File: config.mk
export PLATFORM = sky130hd
export DESIGN_NAME = wdt_watchdog
export DESIGN_NICKNAME = d
export VERILOG_FILES = /design/src/verilog/wdt_pkg.sv /design/src/verilog/wdt_watchdog.sv
export VERILOG_INCLUDE_DIRS = /design/src /design/src/verilog
export SDC_FILE = /design/constraint.sdc
export NUM_CORES = 1
export LEC_CHECK = 0
export BUFFER_PORTS_ARGS = -buffer_cell sky130_fd_sc_hd__buf_2
export CAP_MARGIN = 5
export CORE_MARGIN = 1.5
export CORE_UTILIZATION = 56
export DETAILED_ROUTE_END_ITERATION = 8
export MAX_ROUTING_LAYER = met4
export PLACE_DENSITY = 0.86
export SYNTH_ARGS = -nofsm -noshare
export SYNTH_HDL_FRONTEND = slang
export SYNTH_SLANG_ARGS = --single-unit
File: constraint.sdc
create_clock -name sys_clk -period 5.4 [get_ports sys_clk]
set_input_delay 1.08 -clock sys_clk [delete_from_list [all_inputs] [get_ports sys_clk]]
set_output_delay 1.08 -clock sys_clk [all_outputs]
set_load 0.05 [all_outputs]
File: src/verilog/wdt_params.svh
// constants of the crystal-clocked watchdog: offsets, fields, counts
`ifndef WDT_PARAMS_SVH
`define WDT_PARAMS_SVH

// register indices; byte address is four times the index
`define WDT_IDX_CTRL       16'h0000
`define WDT_IDX_STATUS     16'h0001
`define WDT_IDX_MASK       16'h0002
`define WDT_IDX_COUNT      16'h0003
`define WDT_IDX_SERVICE    16'hffff

// field positions
`define WDT_CTRL_RANGE_BIT 0
`define WDT_CTRL_DIS_BIT   1
`define WDT_STAT_CAUSE_BIT 0

// reset values
`define WDT_CTRL_RESET     2'h0
`define WDT_STATUS_RESET   1'h0
`define WDT_MASK_RESET     1'h0

// lowest prescaler bit cleared by a service write (stage 4)
`define WDT_SVC_CLR_LSB    3

// timing counts in crystal cycles
`define WDT_TIMEOUT_SHORT  8176
`define WDT_TIMEOUT_LONG   262128
`define WDT_RST_PULSE      32
`define WDT_POR_CYCLES     4096

// clock rates
`define WDT_SYS_CLK_HZ     100000000
`define WDT_XTAL_HZ        4915200

`endif

File: src/verilog/wdt_pkg.sv
// types of the crystal-clocked watchdog
package wdt_pkg;

   typedef enum logic [2:0]
   {
      WDT_REG_NONE,
      WDT_REG_CTRL,
      WDT_REG_STATUS,
      WDT_REG_MASK,
      WDT_REG_COUNT,
      WDT_REG_SERVICE
   } wdt_reg_t;

   typedef enum logic
   {
      WDT_RUN,
      WDT_RESET
   } wdt_state_t;

   typedef struct packed
   {
      logic     valid;
      logic     write;
      wdt_reg_t sel;
   } wdt_req_t;

endpackage

File: src/verilog/wdt_watchdog.sv
// crystal-clocked watchdog with an ahb-lite register slave
//
// Summary of operation
// - 6-bit counter fed by 12-bit prescaler, crystal ticks only
// - unserviced count overflows after 8176 or 262128 cycles into a reset
// - any service write clears counter and prescaler stages 4-12
// - reading service location returns reset vector low byte, not state
// - watchdog reset drives reset pin low 32 cycles, sets cause flag
// - monitor mode with high voltage on irq or reset pin disables
// - break state with high voltage on reset pin disables watchdog
// - stop instruction clears the prescaler
// - in stop mode crystal ticks are gated; prescaler and counter hold
// - power-on logic clears prescaler 4096 crystal cycles after power-up
// - internal reset clears prescaler and counter
// - reset vector fetch clears the prescaler
// - disable follows configuration bit; when set no reset is produced
// - no processor interrupt or dma request; outputs are reset and masked status irq
// - keeps counting in wait mode; software services it from a handler
`timescale 1ns/1ps
`include "wdt_params.svh"

module wdt_watchdog
#(
   parameter int       TIMEOUT_SHORT   = `WDT_TIMEOUT_SHORT,
   parameter int       TIMEOUT_LONG    = `WDT_TIMEOUT_LONG,
   parameter int       POR_CYCLES      = `WDT_POR_CYCLES,
   parameter int       XTAL_DIV        = `WDT_SYS_CLK_HZ / `WDT_XTAL_HZ,
   parameter bit [7:0] RESET_VECTOR_LO = 8'h00
)
(
   input  wire logic        sys_clk,
   input  wire logic        rst_n,
   input  wire logic        hsel,
   input  wire logic [31:0] haddr,
   input  wire logic [1:0]  htrans,
   input  wire logic        hwrite,
   input  wire logic [2:0]  hsize,
   input  wire logic [31:0] hwdata,
   input  wire logic        hready,
   output logic             hreadyout,
   output logic      [31:0] hrdata,
   output logic             hresp,
   input  wire logic        stop_mode,
   input  wire logic        stop_exec,
   input  wire logic        monitor_mode,
   input  wire logic        break_state,
   input  wire logic        hv_irq_pin,
   input  wire logic        hv_rst_pin,
   input  wire logic        internal_reset,
   input  wire logic        vector_fetch,
   output logic             sys_reset_req,
   output logic             rst_pin_out,
   output logic             rst_pin_oe,
   output logic             irq
);

   localparam int PULSE = `WDT_RST_PULSE;

   // register decode of an address-phase byte address
   function automatic wdt_pkg::wdt_reg_t reg_sel(input logic [31:0] a);
      if (a[1:0] != 2'b00 || a[31:18] != 14'h0000)
         reg_sel = wdt_pkg::WDT_REG_NONE;
      else
      begin
         case (a[17:2])
            `WDT_IDX_CTRL:    reg_sel = wdt_pkg::WDT_REG_CTRL;
            `WDT_IDX_STATUS:  reg_sel = wdt_pkg::WDT_REG_STATUS;
            `WDT_IDX_MASK:    reg_sel = wdt_pkg::WDT_REG_MASK;
            `WDT_IDX_COUNT:   reg_sel = wdt_pkg::WDT_REG_COUNT;
            `WDT_IDX_SERVICE: reg_sel = wdt_pkg::WDT_REG_SERVICE;
            default:          reg_sel = wdt_pkg::WDT_REG_NONE;
         endcase
      end
   endfunction

   wdt_pkg::wdt_req_t   dp;
   wdt_pkg::wdt_state_t state;
   logic [1:0]          ctrl;
   logic                status;
   logic                mask;
   logic [11:0]         pre;
   logic [5:0]          cnt;
   logic [7:0]          div_cnt;
   logic [4:0]          pulse_cnt;
   logic [12:0]         por_cnt;
   logic                por_done;

   // ---------------- ahb-lite slave ----------------
   wire                 addr_ok = hsel & htrans[1] & hready;
   wire wdt_pkg::wdt_reg_t asel = reg_sel(haddr);
   wire                 wr_now  = dp.valid & dp.write;
   wire                 wr_ctrl = wr_now & (dp.sel == wdt_pkg::WDT_REG_CTRL);
   wire                 wr_stat = wr_now & (dp.sel == wdt_pkg::WDT_REG_STATUS);
   wire                 wr_mask = wr_now & (dp.sel == wdt_pkg::WDT_REG_MASK);
   wire                 svc     = wr_now & (dp.sel == wdt_pkg::WDT_REG_SERVICE);
   wire                 rd_svc  = addr_ok & ~hwrite &
                                  (asel == wdt_pkg::WDT_REG_SERVICE);

   assign hreadyout = 1'b1;
   assign hresp     = 1'b0;

   logic [31:0] rd_val;
   always_comb
   begin
      rd_val = 32'h0000_0000;
      case (asel)
         wdt_pkg::WDT_REG_CTRL:    rd_val[1:0]  = ctrl;
         wdt_pkg::WDT_REG_STATUS:  rd_val[0]    = status;
         wdt_pkg::WDT_REG_MASK:    rd_val[0]    = mask;
         wdt_pkg::WDT_REG_COUNT:   rd_val[17:0] = {cnt, pre};
         wdt_pkg::WDT_REG_SERVICE: rd_val[7:0]  = RESET_VECTOR_LO;
         default:                  rd_val       = 32'h0000_0000;
      endcase
   end

   wire wdt_pkg::wdt_req_t next_dp = '{valid: addr_ok, write: hwrite,
                                       sel: asel};

   always_ff @(posedge sys_clk or negedge rst_n)
   begin
      if (!rst_n)
      begin
         dp     <= '{valid: 1'b0, write: 1'b0, sel: wdt_pkg::WDT_REG_NONE};
         hrdata <= 32'h0000_0000;
      end
      else
      begin
         dp <= next_dp;
         if (addr_ok && !hwrite)
            hrdata <= rd_val;
      end
   end

   // ---------------- crystal tick and disable ----------------
   wire xtal_tick = (div_cnt == 8'(XTAL_DIV - 1));
   wire cnt_tick  = xtal_tick & ~stop_mode;
   wire range_sel = ctrl[`WDT_CTRL_RANGE_BIT];
   wire cfg_dis   = ctrl[`WDT_CTRL_DIS_BIT];
   wire hv_dis    = (monitor_mode & (hv_irq_pin | hv_rst_pin))
                  | (break_state & hv_rst_pin);
   wire disabled  = cfg_dis | hv_dis;
   wire in_rst    = (state == wdt_pkg::WDT_RESET);

   always_ff @(posedge sys_clk or negedge rst_n)
   begin
      if (!rst_n)
         div_cnt <= 8'h00;
      else if (xtal_tick)
         div_cnt <= 8'h00;
      else
         div_cnt <= div_cnt + 8'h01;
   end

   // ---------------- power-on prescaler clear ----------------
   wire por_clr = ~por_done & xtal_tick &
                  (por_cnt == 13'(POR_CYCLES - 1));

   always_ff @(posedge sys_clk or negedge rst_n)
   begin
      if (!rst_n)
      begin
         por_cnt  <= 13'h0000;
         por_done <= 1'b0;
      end
      else if (por_clr)
         por_done <= 1'b1;
      else if (!por_done && xtal_tick)
         por_cnt <= por_cnt + 13'h0001;
   end

   // ---------------- prescaler and counter ----------------
   wire [17:0] count = {cnt, pre};
   wire [17:0] limit = range_sel ? 18'(TIMEOUT_LONG - 1)
                                 : 18'(TIMEOUT_SHORT - 1);
   wire ovf = cnt_tick & ~disabled & ~in_rst
            & (count == limit);
   wire pre_full_clr = internal_reset | stop_exec
                     | vector_fetch | por_clr
                     | in_rst | ovf;
   wire cnt_clr = internal_reset | svc | disabled
                | in_rst | ovf;
   wire [11:0] svc_keep = 12'((1 << `WDT_SVC_CLR_LSB) - 1);

   always_ff @(posedge sys_clk or negedge rst_n)
   begin
      if (!rst_n)
         pre <= 12'h000;
      else if (pre_full_clr)
         pre <= 12'h000;
      else if (svc)
         pre <= pre & svc_keep;
      else if (cnt_tick)
         pre <= pre + 12'h001;
   end

   always_ff @(posedge sys_clk or negedge rst_n)
   begin
      if (!rst_n)
         cnt <= 6'h00;
      else if (cnt_clr)
         cnt <= 6'h00;
      else if (cnt_tick && pre == 12'hfff)
         cnt <= cnt + 6'h01;
   end

   // ---------------- reset pulse ----------------
   wdt_pkg::wdt_state_t next_state;
   wire pulse_end = xtal_tick & (pulse_cnt == 5'(PULSE - 1));

   always_comb
   begin
      next_state = state;
      case (state)
         wdt_pkg::WDT_RUN:
            if (ovf)
               next_state = wdt_pkg::WDT_RESET;
         wdt_pkg::WDT_RESET:
            if (pulse_end)
               next_state = wdt_pkg::WDT_RUN;
         default:
            next_state = wdt_pkg::WDT_RUN;
      endcase
   end

   always_ff @(posedge sys_clk or negedge rst_n)
   begin
      if (!rst_n)
      begin
         state     <= wdt_pkg::WDT_RUN;
         pulse_cnt <= 5'h00;
      end
      else
      begin
         state <= next_state;
         if (!in_rst)
            pulse_cnt <= 5'h00;
         else if (xtal_tick)
            pulse_cnt <= pulse_cnt + 5'h01;
      end
   end

   // reset pin is open drain: only ever pulled low
   assign rst_pin_out   = 1'b0;
   assign rst_pin_oe    = in_rst;
   assign sys_reset_req = in_rst;

   // ---------------- registers ----------------
   wire [1:0] next_ctrl   = wr_ctrl ? hwdata[1:0] : ctrl;
   wire       next_status = (status & ~(wr_stat & hwdata[0])) | ovf;
   wire       next_mask   = wr_mask ? hwdata[0] : mask;

   always_ff @(posedge sys_clk or negedge rst_n)
   begin
      if (!rst_n)
      begin
         ctrl   <= `WDT_CTRL_RESET;
         status <= `WDT_STATUS_RESET;
         mask   <= `WDT_MASK_RESET;
      end
      else
      begin
         ctrl   <= next_ctrl;
         status <= next_status;
         mask   <= next_mask;
      end
   end

   // status interrupt for the bus side, not a processor request
   assign irq = status & mask;
endmodule
[Yosys cells after proc, flatten, opt, wreduce, memory -nomap -nowiden]
Cells that the tools add are included.
W data, S select, Z words.
Word-level totals
  flip-flop bits (word level): 73
  word-level logic and storage cells: 109
Cells by class
  add/sub/neg operators: 5
  equal/unequal tests: 19
  muxes and demuxes: 18
  bitwise logic cells: 38
  reduce and logical (&&, ||, !) cells: 14
Operator list (number)
  $mux W12: 3
  $eq A16 B2 Y1 const B: 2
  $and A1 B1 Y1: 19
  $eq A18 B18 Y1: 1
  $mux W18: 1
  $mux W6: 3
  $eq A16 B1 Y1 const B: 1
  $eq A16 B16 Y1 const B: 1
  $logic_not A16 Y1: 1
  $pmux W3 S5: 1
  $reduce_bool A14 Y1: 1
  $add A13 B1 Y13 const B: 1
  $eq A13 B12 Y1 const B: 1
  $or A1 B1 Y1: 13
  $add A12 B1 Y12 const B: 1
  $eq A12 B12 Y1 const B: 1
  $eq A3 B2 Y1 const B: 4
  $mux W10: 1
  $mux W5: 2
  $add A8 B1 Y8 const B: 1
  $eq A8 B5 Y1 const B: 1
  $mux W8: 1
  $add A6 B1 Y6 const B: 1
  $eq A3 B1 Y1 const B: 2
  other kinds (15): 30

[Depth between registers and ports, before layout]
Gate-level depths: netlist of the first run.
  depth in word-level cells: 11
  gate-level depth with buffers: 6
  mapped depth without buffers: 5

[Least setup slack after synthesis of the first run]
OpenSTA, ideal clock, no wires.
  path type: input port to flip-flop
  start: in stop_mode
  end: reg cnt[3]
  setup time: 0.087 ns
  data arrival time: 2.498 ns
  data required time: 5.313 ns
  slack: 2.816 ns
  stages: 4
  buffers on the path: 0
  cell sequence: nand4bb_1 > or4_4 > or4_1 > a211oi_2
Between the ends
  longest elaborated chain between the ends: 7
Ends and longest elaborated chain
  start, declared: line wdt_watchdog.sv:43  | input wire logic stop_mode,
  $not A1 Y1 *: line wdt_watchdog.sv:136  | wire cnt_tick = xtal_tick & ~stop_mode;
  $and A1 B1 Y1 *: line wdt_watchdog.sv:136
  $and A1 B1 Y1 (2 in a row): line wdt_watchdog.sv:175  | wire ovf = cnt_tick & ~disabled & ~in_rst
  $and A1 B1 Y1: line wdt_watchdog.sv:176  | & (count == limit);
  $or A1 B1 Y1: line wdt_watchdog.sv:181  | | in_rst | ovf;
  $mux W6 or $reduce_bool A2 Y1 (tied branches)
  end signal, assigned: line wdt_watchdog.sv:203  | cnt <= cnt + 6'h01;
  end, declared: line wdt_watchdog.sv:82  | logic [5:0] cnt;
Every way passes the cells marked *; elsewhere a longest branch is shown, timed or not.
A chain may end at the register's enable or synchronous reset.

[Worst setup path in the final report of the first run]
  start: reg div_cnt[3]
  end: reg pre[3]
Between the ends
  longest elaborated chain between the ends: 7
Ends and longest elaborated chain
  start, declared: line wdt_watchdog.sv:83  | logic [7:0] div_cnt;
  start signal, assigned: line wdt_watchdog.sv:151  | div_cnt <= div_cnt + 8'h01;
  $eq A8 B5 Y1 *: line wdt_watchdog.sv:135  | wire xtal_tick = (div_cnt == 8'(XTAL_DIV - 1));
  $and A1 B1 Y1, on equally long branches: line wdt_watchdog.sv:155, wdt_watchdog.sv:136
  $and A1 B1 Y1, on equally long branches: line wdt_watchdog.sv:155, wdt_watchdog.sv:175
  $or A1 B1 Y1 or $and A1 B1 Y1 (tied branches): line wdt_watchdog.sv:178, wdt_watchdog.sv:175
  $or A1 B1 Y1 or $and A1 B1 Y1 (tied branches): line wdt_watchdog.sv:179, wdt_watchdog.sv:176
  $or A1 B1 Y1: line wdt_watchdog.sv:179  | | in_rst | ovf;
  $reduce_bool A3 Y1 (no source line) or $mux W12 (tied branches)
  end signal, assigned: line wdt_watchdog.sv:191  | pre <= pre & svc_keep;
  end signal, assigned: line wdt_watchdog.sv:193  | pre <= pre + 12'h001;
  end, declared: line wdt_watchdog.sv:81  | logic [11:0] pre;
Marked as above.

==> results.yml, run 1 <==
power_and_ir_drop:
  p_seq_frac: 0.565
  power.density_mw_per_mm2: 223
  ir_drop_mv: 0.201
  intPower_mw: 0.728
  p_comb_frac: 0.070
  p_sw_frac: 0.250
  switchingPower_mw: 0.242
  p_leak_nw: 2.00
  p_clk_frac: 0.365
sta:
  worstMarginPinSlew_ns: 0.853
  hold_viol_final: 0
  fin_worst_skew_ns: 0.00756
  post-route-min-period_ns: 2.61
  slew_viol_final: 0
  fmax_mhz: 383
  post-route-period-util: 0.483
  slew_headroom: 0.431
  grt_setup_unrepaired: "no"
  tns_ns: 0
  setup_viol: 0
drt:
  via_per_inst: 6.07
  num_vias: 3078
  wl_per_cell_um: 15.5
  drt_iter0_drc: 274
  routed_wl_um: 7840
  firstDrtPassIters: 4
  antenna_left: 0
  drc: 0
global_routing:
  busiest_layer: "met2"
  grt_start_max_net_pins: 46
  grt_pass1_vias: 2880
  antenna_found_initial: 0
  use_met3: 0.0610
  grt_use_total: 0.233
  grtUsageMet2: 0.393
  grt_overflow_total: 0
  use_met1: 0.273
  grt_pass1_wl_um: 13100
clock_tree:
  cts-resized-gates: 0
  clock_latency_ns: 0.35
  cts_tree: "built"
  postCtsSetupRepairBufs: 0
  clockBufferDepth: 2
  clk_pin_slew_ns: 0.07
  cts_made_buffers: 9
  cts_hold_buf: 0
  clock-sinks: 73
  htreeDepth: 3
  cts_root_buf: "clkbuf_8"
setup_path:
  reg2reg_depth: 4
  cp_data_required_time_ns: 5.60
  r2r_setup_slack_ns: 2.79
  end_kind: "flop"
  cp.arrival_ns: 2.81
  critPathLaunchType: "flop"
  worstSetupPathType: "reg2reg"
  path_max_fanout: 16
layout:
  n_antenna_cell: 0
  layout_common_cells: "73 x dfrtp_1, 68 x buf_2, 20 x nand3_1"
  fillers: 545
  layout-drive-gt1-share: 0.255
  final_area_mm2: 0.00436
  syn_to_final_growth_pct: 12.1
  fin_nets: 510
  final_common_cell: "dfrtp_1"
logic_synthesis:
  yosysSeqAreaShare: 0.470
  netlist_area_mm2: 0.00389
  yosys_warnings: 0
  synthSimpleGateAreaFrac: 0.243
  ys.flop_type: "dfrtp_1"
  muxShareOfSynthArea: 0.0251
  synth_area_per_cell_um2: 10.9
  netlist_instances: 358
  yosysUniqueCellTypes: 62
  synth-adder-area-share: 0.0193
  async_flop_share: 1.00
  synth_xor_area_frac: 0.0541
  synth_compound_area_frac: 0.127
  ys_seq_elements: 73
  synth_top_family_by_area: "simple AND/OR/NAND/NOR gates"
  synth_edf_count: 0
floorplan:
  die_h_um: 86.3
  io_pins: 120
  dieArea_mm2: 0.00745
  start_util: 0.575
  core_mm2: 0.00676
  row_count: 30
  die_w_um: 86.3
run:
  drv_cap: 0
placed_design:
  routabilityCongestion: 0.850
  place_hpwl_um: 5740
  place_area_mm2: 0.00420
  numPortBuffers: 68
status:
  status: "completed"
worst_hold_path:
  hold_class: "reg2reg"
  whs_path_depth: 1
power by group through the flow:
stage	clock network [mW]	registers (mW)	logic, mW
2_1_floorplan	0	0.558	0.0457
3_3_place_gp	0	0.558	0.0672
3_5_place_dp	0	0.558	0.0684
4_1_cts	0.361	0.548	0.0685
5_1_grt	0.382	0.548	0.0745
6_report	0.354	0.548	0.0680
stage by stage:
step | hold WS (ns) | util | instances | worst slack (ns) | power (mW)
4_1_cts | 0.460 | 0.645 | 507 | 2.83 | 0.978
2_1_floorplan | 0.421 | - | 373 | 2.82 | 0.604
6_report | 0.460 | 0.645 | 507 | 2.79 | 0.970
3_5_place_dp | 0.450 | 0.622 | 491 | 2.52 | 0.627
5_1_grt | 0.476 | 0.645 | 507 | 2.68 | 1.00
3_3_place_gp | 0.435 | 0.622 | 491 | 2.57 | 0.626
logic make-up after synthesis:
kind of cell,count (synthesis)
AOI/OAI and AO/OA,61
xor gates and xnor gates,24
adders and majority gates,6
buffers and inverters,38
DFF,73
muxes,8
other,2
and+or+nand+nor,146
state kept, by name (all words and copies together) (netlist names):
name        cells
por_done        1
ctrl            2
cnt             6
status          1
hrdata         18
por_cnt        13
div_cnt         8
dp              5
mask            1
pulse_cnt       5
pre            12
rst_pin_oe      1
per-layer routing:
layer,routed length (µm),vias to the layer above
li1,-,1457
met1,3290,1523
met4,101,0
met5,0,-
met3,399,8
met2,4050,90
final timing paths:
kind / start / endpoint
max: div_cnt[3]$_DFF_PN0_ / pre[3]$_DFFE_PN0P_
min: div_cnt[0]$_DFF_PN0_ / div_cnt[0]$_DFF_PN0_
max reg2reg: div_cnt[3]$_DFF_PN0_ / pre[3]$_DFFE_PN0P_
min reg2reg: div_cnt[0]$_DFF_PN0_ / div_cnt[0]$_DFF_PN0_
max in group asynchronous: rst_n / cnt[3]$_DFFE_PN0P_
min in group asynchronous: rst_n / hrdata[9]$_DFFE_PN0P_
synth_stat cells (all sizes together) (4+ instances only):
library cell,count,share of area
and4,4,0.0090
and2,6,0.0097
or2,4,0.0064
xnor2,9,0.020
clkbuf,9,0.0087
nor4,17,0.033
o21ai,8,0.010
buf,24,0.045
a22o,17,0.038
dfrtp,73,0.47
a211oi,12,0.028
or4,10,0.020
mux2,4,0.012
nor2,10,0.0097
xor2,15,0.034
ha,6,0.019
and3,7,0.011
nand4,15,0.026
nand3,21,0.030
nor3,11,0.014
inv,5,0.0048
o31ai,7,0.014
nand2,18,0.019
worst max-delay path, cell delays in order, from the launching register on:
cell      delay, ns
dfrtp_1        0.50
nor4b_4        0.76
nand2_4        0.26
o311ai_2       0.81
nor3_1         0.12
final cells by class:
type	instances	area, µm²	share of cell area
multi-input combinational	262	1890	0.435
sequential	73	1830	0.419
timing repair buffer	71	363	0.0833
clock buffer	12	135	0.0310
tap	80	100	0.0230
clock inverter	4	20.0	0.00459
inverter	5	18.8	0.00431
Note: power is estimated with default switching activity, not from simulation.
==> run 2, diff against run 1 <==
--- a/config.mk
+++ b/config.mk
@@ -6,13 +6,14 @@
 export SDC_FILE = /design/constraint.sdc
 export NUM_CORES = 1
 export LEC_CHECK = 0
+export ABC_AREA = 1
 export BUFFER_PORTS_ARGS = -buffer_cell sky130_fd_sc_hd__buf_2
 export CAP_MARGIN = 5
 export CORE_MARGIN = 1.5
-export CORE_UTILIZATION = 56
+export CORE_UTILIZATION = 47
 export DETAILED_ROUTE_END_ITERATION = 8
 export MAX_ROUTING_LAYER = met4
-export PLACE_DENSITY = 0.86
+export PLACE_DENSITY = 0.76
 export SYNTH_ARGS = -nofsm -noshare
 export SYNTH_HDL_FRONTEND = slang
 export SYNTH_SLANG_ARGS = --single-unit
==> constraint.sdc (replaced) <==
create_clock -name sys_clk -period 2.2 [get_ports sys_clk]
set_input_delay 0.44 -clock sys_clk [delete_from_list [all_inputs] [get_ports sys_clk]]
set_output_delay 0.44 -clock sys_clk [all_outputs]
set_load 0.05 [all_outputs]
==> run 2 against run 1 <==
- largest cell class unchanged
- design area rose by 11%
- power rose to 2.9 times the previous value
- clock skew up 0.0020 ns
- critical path depth grew 6
- final cell count is 41% higher
- die area grew 27%
==> results.yml, run 2 <==
setup_path:
  cp_data_required_time_ns: 2.47
  reg2reg_depth: 10
  timing.rr.end: "pre[5]$_DFFE_PN0P_"
  end_kind: "flop"
  cp.arrival_ns: 2.26
  r2r_setup_slack_ns: 0.20
  critical_path.startpoint: "div_cnt[0]$_DFF_PN0_"
  worstSetupPathType: "reg2reg"
  cp-endpoint: "pre[5]$_DFFE_PN0P_"
  r2r_start: "div_cnt[0]$_DFF_PN0_"
  path_max_fanout: 12
  critPathLaunchType: "flop"
logic_synthesis:
  ys.flop_type: "dfrtp_1"
  synth_compound_area_frac: 0.0710
  ys_seq_elements: 73
  yosysMostFrequentCell: "nand2_1"
  async_flop_share: 1.00
  synthSimpleGateAreaFrac: 0.315
  synth-adder-area-share: 0.0180
  yosys_warnings: 0
  netlist_area_mm2: 0.00417
  yosysUniqueCellTypes: 40
  synth_area_per_cell_um2: 7.95
  synth_edf_count: 0
  synth_xor_area_frac: 0.0441
  synth_top_family_by_area: "simple AND/OR/NAND/NOR gates"
  synth_top_cell_by_area: "dfrtp_1"
  yosys-top-cells-area: "dfrtp_1 44%, nand2_1 11%, inv_1 6.4%"
  synthDominantCellAreaShare: 0.438
  synth_commonest_cells: "126 x nand2_1, 73 x dfrtp_1, 71 x inv_1"
  muxShareOfSynthArea: 0.00270
  yosysSeqAreaShare: 0.438
  netlist_instances: 525
floorplan:
  row_count: 34
  core_mm2: 0.00868
  io_pins: 120
  dieArea_mm2: 0.00946
  start_util: 0.481
  die_h_um: 97.2
  die_w_um: 97.2
layout:
  regMostFlops: "hrdata"
  n_antenna_cell: 0
  syn_to_final_growth_pct: 15.9
  fin_nets: 689
  top_regs: "hrdata (18), por_cnt (13), pre (12)"
  layout-drive-gt1-share: 0.216
  final_common_cell: "nand2_1"
  largest_reg_flops: 18
  final_cells: 714
  layout_common_cells: "126 x nand2_1, 73 x dfrtp_1, 71 x inv_1"
power_and_ir_drop:
  p_sw_frac: 0.228
  p_leak_nw: 2.45
  ir_drop_mv: 0.333
  p_comb_frac: 0.064
  p_clk_frac: 0.458
  power.density_mw_per_mm2: 582
  p_total_mw: 2.81
  intPower_mw: 2.17
  p_seq_frac: 0.478
  switchingPower_mw: 0.640
global_routing:
  grt_overflow_total: 0
  antenna_found_initial: 0
  grt_pass1_vias: 3406
  grt_pass1_wl_um: 14700
  grt_use_total: 0.196
  grt_start_max_net_pins: 74
sta:
  post-route-min-period_ns: 2.00
  tns_ns: 0
  fmax_mhz: 501
  post-route-period-util: 0.908
  setup_viol: 0
  fin_worst_skew_ns: 0.00954
  hold_viol_final: 0
  grt_setup_unrepaired: "no"
  slew_viol_final: 0
drt:
  num_vias: 3471
  wl_per_cell_um: 11.7
  via_per_inst: 4.86
  drt_iter0_drc: 98
  drc: 0
  antenna_left: 0
  routed_wl_um: 8380
  firstDrtPassIters: 4
clock_tree:
  postCtsSetupRepairBufs: 0
  cts_root_buf: "clkbuf_8"
  clock-sinks: 73
  clockBufferDepth: 2
  clock_latency_ns: 0.35
  clk_pin_slew_ns: 0.08
  cts_made_buffers: 9
  cts_tree: "built"
  htreeDepth: 3
placed_design:
  place_hpwl_um: 6400
  post-place-cells: 698
  routabilityCongestion: 0.944
  numPortBuffers: 68
worst_hold_path:
  hold_class: "in2async"
run:
  drv_cap: 0
status:
  status: "completed"
==> run 2: timing repair <==
action	CTS	global route
setup endpoints to repair	0	1
resized for setup	0	2
hold buffers	0	0
==> run 2: stage by stage <==
| step | hold WS (ns) | cell area [µm²] | utilization | worst slack [ns] |
|---|---|---|---|---|
| after floorplan | 0.144 | 4230 | - | 0.401 |
| after global placement | 0.444 | 4590 | 0.529 | 0.290 |
| after detailed placement | 0.458 | 4590 | 0.529 | 0.218 |
| after CTS | 0.122 | 4830 | 0.557 | 0.202 |
| after global routing | 0.143 | 4840 | 0.557 | 0.00438 |
| final | 0.0972 | 4840 | 0.557 | 0.203 |
==> run 2: cell families after synthesis <==
group                      count (synthesis)
and+or+nand+nor                          277
buffers and inverters                     99
DFF                                       73
AOI/OAI and AO/OA                         46
xor gates and xnor gates                  21
adders and majority gates                  6
other                                      2
muxes                                      1
==> run 2: power groups by stage <==
stage	sequential [mW]	combinational (mW)	clock (mW)
floorplan	1.37	0.121	0
global placement	1.37	0.179	0
detailed placement	1.37	0.182	0
CTS	1.34	0.183	1.32
global route	1.34	0.201	1.37
finish	1.34	0.180	1.29
==> run 2: worst min-delay path by stage <==
| stage | start | endpoint | slack, ns | depth (start not counted) |
|---|---|---|---|---|
| 4_1_cts | rst_n | div_cnt[7]$_DFF_PN0_ | 0.12 | 2 |
| 2_1_floorplan | rst_n | cnt[0]$_DFFE_PN0P_ | 0.14 | 0 |
| 6_report | rst_n | div_cnt[5]$_DFF_PN0_ | 0.1 | 2 |
| 3_5_place_dp | div_cnt[0]$_DFF_PN0_ | div_cnt[0]$_DFF_PN0_ | 0.46 | 1 |
| 3_3_place_gp | div_cnt[0]$_DFF_PN0_ | div_cnt[0]$_DFF_PN0_ | 0.44 | 1 |
| 5_1_grt | rst_n | div_cnt[7]$_DFF_PN0_ | 0.14 | 2 |
==> run 2: metal layers <==
metal / wire (µm) / GRT usage / vias up
li1: - / - / 1786
met1: 3660 / 0.227 / 1612
met2: 4280 / 0.344 / 65
met3: 368 / 0.0460 / 8
met4: 76 / 0.0484 / 0
met5: 0 / - / -
==> run 2: critical path, cell delays in order, from the launching register on <==
cell and delay [ns]:
dfrtp_1 0.40, ha_1 0.23, nand2_1 0.09, nor3_2 0.05, nand2_2 0.15, inv_4 0.11
nand2_1 0.09, nor2_1 0.07, nor3_4 0.25, nand3_1 0.26, nor3_1 0.20
==> run 2: final cells by class <==
class / count / area (µm²)
tap: 108 / 135
multi-input combinational: 368 / 1950
fill: 801 / 3840
sequential: 73 / 1830
timing repair buffer: 74 / 398
inverter: 75 / 284
clock buffer: 11 / 141
clock inverter: 5 / 103
